File: config.mk
export PLATFORM = sky130hd
export DESIGN_NAME = cia_top
export DESIGN_NICKNAME = d
export VERILOG_FILES = /design/src/inc/cia_pkg.sv /design/src/core/cia_chan_flag.sv /design/src/core/cia_top.sv
export VERILOG_INCLUDE_DIRS = /design/src /design/src/inc
export SDC_FILE = /design/constraint.sdc
export NUM_CORES = 1
export LEC_CHECK = 0
export BUFFER_PORTS_ARGS = -buffer_cell sky130_fd_sc_hd__buf_2
export CAP_MARGIN = 25
export CELL_PAD_IN_SITES_DETAIL_PLACEMENT = 0
export CELL_PAD_IN_SITES_GLOBAL_PLACEMENT = 1
export CORE_MARGIN = 2
export CORE_UTILIZATION = 35
export CTS_BUF_LIST = sky130_fd_sc_hd__clkbuf_4 sky130_fd_sc_hd__clkbuf_8
export CTS_CLUSTER_SIZE = 40
export DETAILED_ROUTE_END_ITERATION = 8
export PLACE_DENSITY_LB_ADDON = 0.08
export SYNTH_ARGS = -nofsm -noshare
export SYNTH_HDL_FRONTEND = slang
export SYNTH_SLANG_ARGS = --single-unit
File: constraint.sdc
create_clock -name MCLK_IN -period 1.45 [get_ports MCLK_IN]
set_input_delay 0.0725 -clock MCLK_IN [delete_from_list [all_inputs] [get_ports MCLK_IN]]
set_output_delay 0.0725 -clock MCLK_IN [all_outputs]
set_load 0.03 [all_outputs]
File: src/inc/cia_cfg.svh
`ifndef CIA_CFG_SVH
`define CIA_CFG_SVH

// channel count and split between the two status registers
`define CIA_NCHAN        12
`define CIA_HALF         6
// register port addresses
`define CIA_ADDR_EN_LO   8'h60
`define CIA_ADDR_STAT_LO 8'h61
`define CIA_ADDR_EN_HI   8'he0
`define CIA_ADDR_STAT_HI 8'he1
// source-level status sits at this offset in each channel page
`define CIA_SRC_OFS      4'h2
`define CIA_LAST_PAGE    4'hb
// reset and filler values
`define CIA_RSV_ZERO     2'h0
`define CIA_EN_RST       12'h000
`define CIA_DATA_ZERO    8'h00

`endif

File: src/inc/cia_pkg.sv
package cia_pkg;

	// one host register access, taken on a clock edge
	typedef struct packed {
		logic       rd;
		logic       wr;
		logic [7:0] addr;
		logic [7:0] wdata;
	} cia_req_s;

	// state of the aggregator top
	typedef struct packed {
		logic [11:0] en;
		logic [7:0]  rdata;
		logic        rvalid;
		logic        irq;
	} cia_top_s;

	// state of one channel flag
	typedef struct packed {
		logic pend;
	} cia_flag_s;

endpackage : cia_pkg

File: src/core/cia_chan_flag.sv
`timescale 1ns/10ps
`include "cia_cfg.svh"

module cia_chan_flag (
	input  wire logic clk_in,
	input  wire logic rst_in,
	input  wire logic set_in,
	input  wire logic clr_in,
	output logic      flag_out
);

	cia_pkg::cia_flag_s st_q;
	cia_pkg::cia_flag_s st_d;

	// --------------------------------
	// sticky flag, set beats clear
	// --------------------------------
	always_comb begin
		st_d = st_q;
		if (set_in) begin
			st_d.pend = 1'b1;
		end else if (clr_in) begin
			st_d.pend = 1'b0;
		end
	end

	always_ff @(posedge clk_in) begin
		if (rst_in) begin
			st_q <= '0;
		end else begin
			st_q <= st_d;
		end
	end

	assign flag_out = st_q.pend;
endmodule : cia_chan_flag

File: src/core/cia_top.sv
// How it works
// - channels 0 to 5 flags appear in bits 0 to 5 of low status register
// - channels 6 to 11 flags appear in bits 0 to 5 of high status register
// - bits 7 and 6 of both status registers hold no channel data
// - flag reads 1 while a channel interrupt is pending, else 0
// - status registers are read-only; writes leave flags untouched
// - a set flag holds until the channel source status register is read
// - per-channel master enable gates that channel onto the interrupt output
`timescale 1ns/10ps
`include "cia_cfg.svh"

module cia_top (
	input  wire logic        MCLK_IN,
	input  wire logic        RST_IN,
	input  wire logic        RD_IN,
	input  wire logic        WR_IN,
	input  wire logic [7:0]  ADDR_IN,
	input  wire logic [7:0]  WDATA_IN,
	input  wire logic [11:0] CHAN_SRC_IRQ_IN,
	output logic      [7:0]  RDATA_OUT,
	output logic             RVALID_OUT,
	output logic      [11:0] SRC_RD_OUT,
	output logic             IRQ_OUT
);

	cia_pkg::cia_req_s req;
	cia_pkg::cia_top_s st_q;
	cia_pkg::cia_top_s st_d;
	logic [11:0]       flags;
	logic [11:0]       clr;

	assign req.rd    = RD_IN;
	assign req.wr    = WR_IN;
	assign req.addr  = ADDR_IN;
	assign req.wdata = WDATA_IN;

	// --------------------------------
	// source status read decode
	// --------------------------------
	// a read of page n offset 2 is the host servicing channel n; the data
	// itself comes from the channel's own source logic, not from here
	always_comb begin
		clr = '0;
		if (req.rd && req.addr[3:0] == `CIA_SRC_OFS && req.addr[7:4] <= `CIA_LAST_PAGE) begin
			clr[req.addr[7:4]] = 1'b1;
		end
	end

	assign SRC_RD_OUT = clr;

	// --------------------------------
	// per-channel sticky flags
	// --------------------------------
	genvar g;
	generate
		for (g = 0; g < `CIA_NCHAN; g++) begin : g_chan
			cia_chan_flag u_flag (
				.clk_in   (MCLK_IN),
				.rst_in   (RST_IN),
				.set_in   (CHAN_SRC_IRQ_IN[g]),
				.clr_in   (clr[g]),
				.flag_out (flags[g])
			);
		end
	endgenerate

	// --------------------------------
	// register port and interrupt
	// --------------------------------
	always_comb begin
		st_d        = st_q;
		st_d.rvalid = req.rd;
		st_d.rdata  = `CIA_DATA_ZERO;
		if (req.wr) begin
			unique case (req.addr)
				`CIA_ADDR_EN_LO: st_d.en[5:0]  = req.wdata[5:0];
				`CIA_ADDR_EN_HI: st_d.en[11:6] = req.wdata[5:0];
				default: ; // status and unmapped writes ignored
			endcase
		end
		if (req.rd) begin
			unique case (req.addr)
				`CIA_ADDR_EN_LO:   st_d.rdata = {`CIA_RSV_ZERO, st_q.en[5:0]};
				`CIA_ADDR_EN_HI:   st_d.rdata = {`CIA_RSV_ZERO, st_q.en[11:6]};
				`CIA_ADDR_STAT_LO: st_d.rdata = {`CIA_RSV_ZERO, flags[5:0]};
				`CIA_ADDR_STAT_HI: st_d.rdata = {`CIA_RSV_ZERO, flags[11:6]};
				default: st_d.rdata = `CIA_DATA_ZERO;
			endcase
		end
		// masked channels never reach the host line
		st_d.irq = |(flags & st_q.en);
	end

	always_ff @(posedge MCLK_IN) begin
		if (RST_IN) begin
			st_q        <= '0;
			st_q.en     <= `CIA_EN_RST;
		end else begin
			st_q <= st_d;
		end
	end

	assign RDATA_OUT  = st_q.rdata;
	assign RVALID_OUT = st_q.rvalid;
	assign IRQ_OUT    = st_q.irq;
endmodule : cia_top

==> results of run 1 <==
how the worst min path moves through the flow:
stage	startpoint	endpoint	slack, ns	cells past startpoint
detailed placement	CHAN_SRC_IRQ_IN[4]	g_chan[4].u_flag.flag_out	0.32	2
floorplan	RST_IN	RVALID_OUT	0.16	1
CTS	CHAN_SRC_IRQ_IN[6]	g_chan[6].u_flag.flag_out	0.02	3
finish	CHAN_SRC_IRQ_IN[6]	g_chan[6].u_flag.flag_out	0.03	3
global placement	CHAN_SRC_IRQ_IN[5]	g_chan[5].u_flag.flag_out	0.31	2
global route	CHAN_SRC_IRQ_IN[6]	g_chan[6].u_flag.flag_out	0.03	3
area by class of cell:
| class | instances | share of cell area |
|---|---|---|
| flip-flops and latches | 32 | 0.293 |
| clock buffers | 8 | 0.0446 |
| repair buffers | 62 | 0.184 |
| well taps | 67 | 0.0384 |
| inverters | 2 | 0.00343 |
| multi-input cells | 135 | 0.436 |
tightest hold or removal path, stage by stage:
cell,delay [ns]
sky130_fd_sc_hd__buf_2,0.10
sky130_fd_sc_hd__inv_1,0.04
sky130_fd_sc_hd__a21oi_1,0.05
cells in the final DEF (no fill, tap or decap), types with 4 or more instances in the layout:
master                     synthesis  layout
sky130_fd_sc_hd__buf_2             2      37
sky130_fd_sc_hd__dfxtp_1          32      32
sky130_fd_sc_hd__nor2_1           36      30
sky130_fd_sc_hd__mux2i_1          24      24
sky130_fd_sc_hd__nand2b_1         20      20
sky130_fd_sc_hd__buf_4            20      17
sky130_fd_sc_hd__buf_6             2       8
sky130_fd_sc_hd__o22a_1            6       6
sky130_fd_sc_hd__nor4_1            6       6
sky130_fd_sc_hd__clkbuf_8          0       6
sky130_fd_sc_hd__nor3_1            6       5
sky130_fd_sc_hd__a211oi_1          4       4
timing repair:
action | CTS | global route
gates cloned | 0 | 0
setup endpoints to repair | 11 | 11
buffers inserted | 1 | 0
pin swaps | 4 | 4
gates resized for setup | 14 | 16
power by group:
part | switching (mW) | leakage, nW | internal, mW
Clock | 0.300 | 0.0523 | 0.424
Sequential | 0.0241 | 0.262 | 0.906
Combinational | 0.119 | 0.613 | 0.103
Total | 0.444 | 0.928 | 1.43
cell families (layout without fill, tap and decap cells):
kind of cell           after synthesis  after routing
AO/OA/AOI/OAI                       22             22
flip-flops                          32             32
buffers and inverters               32             72
other                                1              2
AND/OR/NAND/NOR                     87             87
multiplexers                        24             24
metrics by stage:
stage	worst slack (ns)	area, µm²	utilization
global placement	-0.209	1980	0.414
CTS	-0.0517	2130	0.445
finish	-0.0554	2190	0.457
floorplan	-0.144	1770	-
detailed placement	-0.248	1980	0.414
global route	-0.0672	2190	0.457
per-layer routing:
layer | global-route usage | vias up
met5 | 0 | -
met3 | 0.0415 | 7
li1 | - | 760
met2 | 0.287 | 45
met4 | 0.0655 | 0
met1 | 0.225 | 697
flip-flops by register name, summed over array words and instances, names as in the netlist:
signal,flops
g_chan.u_flag.flag_out,12
st_q,12
RDATA_OUT,6
IRQ_OUT,1
RVALID_OUT,1
==> impl.org, run 1 <==
** Timing
- The number of max-slew violations in the final report is 0.
- Crit path time final :: ~1.5 ns
- Hold is met by 0.0294 ns.
- Timing would allow up to ~660 MHz.
- Sum Neg Setup Slack :: -0.206 ns
- Fin. Hold Viols :: 0
- Slack of the critical path :: -0.0554 ns
- Number of setup violations in the final report :: 7
- For the final database, setup skew stands at 0.00599 ns.
- Setup repair after global routing missed its margin :: yes
- Fin crit share :: 1.04

** Global routing
- For this run, the total global-route usage over all layers was measured as 0.175.
- Entering global routing, the biggest net connects 25 pins.
- Wire length of the first global-routing pass :: 7.31 mm
- For this run the aggregate overflow at the end of global routing stands at 0.
- The number of antenna violations at the first check in global routing is 0.
- The number of global-route vias before repair came to 1496.

** Routing
- WL/cell :: 14.5 µm
- Routed signal wires occupy layers up through met4.
- Wire length on met3 :: 238 µm
- Sum of routed wire segments on met1 :: 2.02 mm
- Residual DRC :: 0
- Antenna-violating nets left :: 0
- For this run, the detailed router's first-pass iteration total came to 4.
- Number of vias per cell :: between 4 and 5
- The routed design uses 2.10 mm of met2 wire.
- The detailed router placed 1509 vias in this run.
- The routed design has ~4.4 mm of wire.
- In this run, the number of DRC markers left after iteration 0 of detailed routing was 81.

** Worst setup path
- Peak per-stage delay on the critical path :: 0.58 ns
- Critical Path Start :: ADDR_IN[3]
- The largest individual stage delay along the critical path comes from the cell sky130_fd_sc_hd__or4_4.
- Worst flop-to-flop path startpoint :: st_q[12]
- The cell family contributing the most delay on the critical path is simple AND/OR/NAND/NOR gates.
- The worst setup path is launched from a primary input.
- Minimum setup slack among reg-to-reg paths :: 0.42 ns
- The worst setup path is captured at a primary output.
- Classification of the worst setup path :: primary input to primary output
- Along the worst path, the maximum fanout reaches 4.
- At the worst endpoint, the required time is 1.38 ns.
- Data arrives at the worst endpoint at 1.43 ns.
- The worst register-to-register path ends at IRQ_OUT.
- The critical path ends at SRC_RD_OUT[1].
- The critical path goes through buf_6 > or3_4 > or4_4 > nor2_1 > buf_4.
- Together, buffers and inverters on the worst path number 2.
- Critical path depth :: 5
- For the worst flop-to-flop path, the logic depth is 3.

** Synth
- Synth top cells by count :: 36 x sky130_fd_sc_hd__nor2_1, 32 x sky130_fd_sc_hd__dfxtp_1, 24 x sky130_fd_sc_hd__mux2i_1, 20 x sky130_fd_sc_hd__buf_4, 20 x sky130_fd_sc_hd__nand2b_1
- The average instance in the mapped netlist occupies between 8 and 9 µm².
- Synthesis instantiated 33 different standard cells from the library.
- Top cell type by total area after synthesis :: sky130_fd_sc_hd__dfxtp_1
- After synthesis, the largest family of logic cells by area is simple AND/OR/NAND/NOR gates.
- Of the total synthesized cell area, the portion taken by full adders, half adders and majority gates is 0.
- Xor/xnor cell area share of the yosys netlist :: 0
- Number of cells produced by synthesis :: 198
- Synthesized-area fraction occupied by ao, oa, aoi and oai cells :: 0.103
- For this run, the number of Yosys warnings is 0.
- Of the total synthesized cell area, the portion taken by AND, OR, NAND and NOR gates is 0.273.
- In this run, synthesis inferred 0 flip-flops with an integrated enable.
- Post-synthesis sequential element count :: 32
- After synthesis, the share of cell area in mux cells is 0.137.
- After synthesis, the cell types taking the most area are sky130_fd_sc_hd__dfxtp_1 36%, sky130_fd_sc_hd__mux2i_1 14%, sky130_fd_sc_hd__buf_4 8.5%.
- The mapped netlist covers 1760 µm².
- The most common cell in the synthesized netlist is sky130_fd_sc_hd__nor2_1.
- Async set-or-reset flop fraction in the synthesized netlist :: 0
- Of the synthesized area, sequential elements account for 0.364.
- Dominant register cell in the synthesized netlist :: sky130_fd_sc_hd__dfxtp_1
- Top cell type's share of synthesized area :: 0.364

** Layout
- Area added between synthesis and finish :: 24.3%
- Registers take 641 µm².
- After the flow finishes, the layout carries non-filler instances totaling ~310.
- Layout filler cell count :: 488
- Area occupied by multi-input gates :: 953 µm²
- 0 antenna diodes ended up in the layout.
- Number of nets in the layout :: between 200 and 300
- In the final layout, the share of cells above drive strength 1 is 0.356.

** CTS
- CTS H-Tree Depth :: 2
- The later pin in the worst-skew pair is clocked with a latency of 0.28 ns.
- Buffers inserted during clock tree synthesis total 5.
- Clk slew on worst S/H paths :: ~0.060 ns
- Clock tree synthesis found a total of 32 sinks.
- TritonCTS built the clock tree.
- Master cell of the clock root buffer :: sky130_fd_sc_hd__clkbuf_8
- Number of buffers inserted by hold repair at cts :: 0
- The clock passes through at most 2 buffers.

** Min path
- The worst hold path belongs to the class primary input to flop.

** Pwr
- Ratio of total power to cell area :: roughly 860 nW/µm²
- Worst ir drop on vdd :: 0.000508 V
- Post-layout total power :: 1.88 mW
- Leakage dissipation :: 0.928 nW

** Floorplan
- In this run the standard cell core region covers ~4800 µm².
- The die covers about 5600 µm².
- The die is 74.9 µm wide.
- The initial utilization of the core area, before any placement, comes to 0.367.
- The floorplan step set the die height to 74.9 µm.
- I/O Pins :: 54
- Row generation in the floorplan step produced 25 rows.

** Run
- Max-cap violations in this run came to 0.

** Placed design
- Port bufs :: ~50
- After legalization and detailed placement, the total HPWL measured 3.52 mm.
- The congestion estimate from routability-driven global placement came to approximately 0.79.
- Cell count after placement :: 297

** Run status
- Failing checks :: negative setup slack
- The run finished, with violations left.
Power figures use the tool's default switching activity.
==> inputs of run 2 (changes only) <==
Settings changed: CAP_MARGIN 25 to not set, RECOVER_POWER set to 50.
==> run 2 against run 1 <==
  * The flow still finishes with violations (negative setup slack)
  * Setup slack lost 0.0039 ns
  * Sequential share of layout area increased by 0.36 points
  * Via count is 0.46% lower
  * Sequential power is essentially flat
  * Non-clock buffer count unchanged
  * Die area unchanged
  * Total power down 0.31%
  * Wire length grew 0.29%
  * Largest power group unchanged
==> impl.org, run 2 (same netlist as run 1, synthesis figures left out) <==
** Run status
- The flow ran to the end, but the final reports show violations.
- Failing checks :: negative setup slack

** Pwr
- Flop pwr share :: 0.497
- Worst ir drop on vdd :: 0.000508 V
- The share of total power dissipated in the clock network is 0.385.
- Switching Fraction :: 0.236
- For this design the static power due to leakage is 0.876 nW.
- The internal portion of the total power is 1.43 mW.
- The share of total power dissipated in combinational logic is 0.118.
- Ratio of total power to cell area :: 866 nW/µm²
- Net switching power of the design :: around 440 µW
- The design draws 1.87 mW.

** Timing
- Worst-case hold slack :: 0.0306 ns
- For the pin with the worst max-slew slack, the measured transition is about 0.86 ns.
- Fin. Hold Viols :: 0
- The number of max-slew violations in the final report was 0.
- Setup violations remaining at the end of the flow were counted as 7.
- Crit path time final :: 1.51 ns
- Fin crit share :: 1.04
- Slack of the critical path :: -0.0593 ns
- Post-route clock skew :: ~0.006 ns
- Setup repair after global routing could not meet its margin everywhere.
- The worst pin sits at a relative slew slack of 0.426.
- Timing would allow up to 663 MHz.

** Worst setup path
- STA classifies the critical path endpoint as a primary output.
- For the worst setup path, the data required time is 1.38 ns.
- The worst setup path is launched from a primary input.
- Maximum fanout encountered on the critical timing path :: 4
- Data arrival, critical path :: around 1.4 ns
- The critical path is of the primary input to primary output type.

** Layout
- Number of nets in the layout :: between 200 and 300
- Ratio of cells with drive above 1 in the final layout :: 0.301
- The library cells used most frequently in the layout, excluding fill and tap cells, are 32 x sky130_fd_sc_hd__dfxtp_1, 30 x sky130_fd_sc_hd__nor2_1, 28 x sky130_fd_sc_hd__buf_2, 24 x sky130_fd_sc_hd__mux2i_1, 20 x sky130_fd_sc_hd__nand2b_1.
- N_diodes :: 0
- Leaving out fill and tap cells, the most frequent cell in the layout is sky130_fd_sc_hd__dfxtp_1.
- Relative to the synthesized area, the layout overhead comes to 22.8%.
- After filler insertion, the fill cell instance count of the layout stands at approximately 500.

** Placed design
- The count of buffers added on input and output ports is 49.
- Once detailed placement completed, the half-perimeter wirelength came to 3.52 mm.
- Routability-driven placement congestion ratio :: 0.788
- Post-Place Setup Slack :: -0.248 ns

** Global routing
- Global-route usage over all layers :: 0.175
- The number of antenna violations at the first check in global routing came to 0.
- Wire length of the first global-routing pass :: ~7.3 mm
- Pin count of the biggest net entering global routing :: 25
- Overflow left after global routing :: 0
- Via count of the first global-routing pass :: 1496

** Floorplan
- Die outline width :: approximately 75 µm
- Pin placement for this block handled 54 I/O pins.
- Measured along the y axis, the die boundary spans about 75 µm.
- Area of the die :: between 5000 and 6000 µm²
- Initial cell density of the core :: 0.367
- In this run the standard cell core region covers 4790 µm².
- FP Rows :: 25

** Routing
- In the final routed layout, each cell accounts on average for 14.5 µm.
- Antenna-violating nets left :: 0
- Detailed routing inserted a total of 1502 vias.
- Detailed Route WL :: 4.44 mm
- The first detailed-routing pass took 4 iterations.
- In this run, the number of DRC markers left after iteration 0 of detailed routing was 82.
- Number of vias per cell :: about 4.9
- For this run, design rule violations remaining after detail routing come to 0.

** CTS
- No sink is reached through more buffers than the 2 on the longest clock path.
- Hold repair after CTS inserted 0 buffers.
- TritonCTS built the clock tree.
- The clock reaches the later pin of the worst-skew pair after 0.28 ns.
- CTS H-Tree Depth :: 2
- The clock drives 32 sinks.
- After clock tree synthesis, the clock-pin slew on the worst setup and hold paths is 0.06 ns.
- Number of CTS-inserted buffers :: 5
- Master cell of the clock root buffer :: sky130_fd_sc_hd__clkbuf_8

** Run
- Max-cap violations in this run came to 0.

** Min path
- Class of the tightest hold or removal check :: primary input to flop
## run 2: cell types whose count changed in the layout (fill, tap and decap cells not counted)
cell	change
sky130_fd_sc_hd__clkbuf_1	+13
sky130_fd_sc_hd__buf_2	-9
sky130_fd_sc_hd__buf_4	-4
## run 2: worst paths after layout
kind	from	to	slack, ns	cells past startpoint
worst max-delay path	ADDR_IN[3]	SRC_RD_OUT[1]	-0.06	5
worst min-delay path	CHAN_SRC_IRQ_IN[6]	g_chan[6].u_flag.flag_out	0.03	3
worst max register to register	st_q[12]	IRQ_OUT	0.40	3
worst min register to register	g_chan[6].u_flag.flag_out	g_chan[6].u_flag.flag_out	0.50	2
## run 2: area by class of cell
class | instances | area (µm²) | area share
Tap cell | 67 | 83.8 | 0.0388
Inverter | 2 | 7.51 | 0.00348
Clock buffer | 8 | 97.6 | 0.0452
Multi-Input combinational cell | 135 | 953 | 0.441
Timing Repair Buffer | 62 | 377 | 0.174
Sequential cell | 32 | 641 | 0.297
## run 2: per-layer routing
metal  vias to the layer above  part of all wire  global-route usage
li1                        762                 -                   -
met4                         0             0.011              0.0655
met3                         5             0.048              0.0415
met2                        38              0.48               0.287
met5                         -                 0                   0
met1                       697              0.46               0.225
## run 2: critical path: stages
cell and delay (ns):
sky130_fd_sc_hd__buf_6 0.09, sky130_fd_sc_hd__or3_4 0.41, sky130_fd_sc_hd__or4_4 0.58, sky130_fd_sc_hd__nor2_1 0.12, sky130_fd_sc_hd__buf_4 0.17
## run 2: what timing repair did
item | in CTS | in global routing
pin swaps | 4 | 4
setup endpoints to repair | 11 | 11
gates resized for setup | 14 | 16
buffers inserted | 1 | 0
## run 2: metrics by stage
step	TNS, ns	util	cells	instance area (µm²)
3_3_place_gp	-3.29	0.414	297	1980
4_1_cts	-0.138	0.445	306	2130
2_1_floorplan	-1.04	-	199	1770
3_5_place_dp	-3.93	0.414	297	1980
6_report	-0.232	0.451	306	2160
5_1_grt	-0.359	0.451	306	2160
## run 2: power groups by stage
stage	sequential (mW)	clock, mW	combinational (mW)
CTS	0.930	0.741	0.218
detailed placement	0.950	0	0.212
global placement	0.949	0	0.206
global route	0.933	0.799	0.240
floorplan	0.942	0	0.124
finish	0.930	0.721	0.220
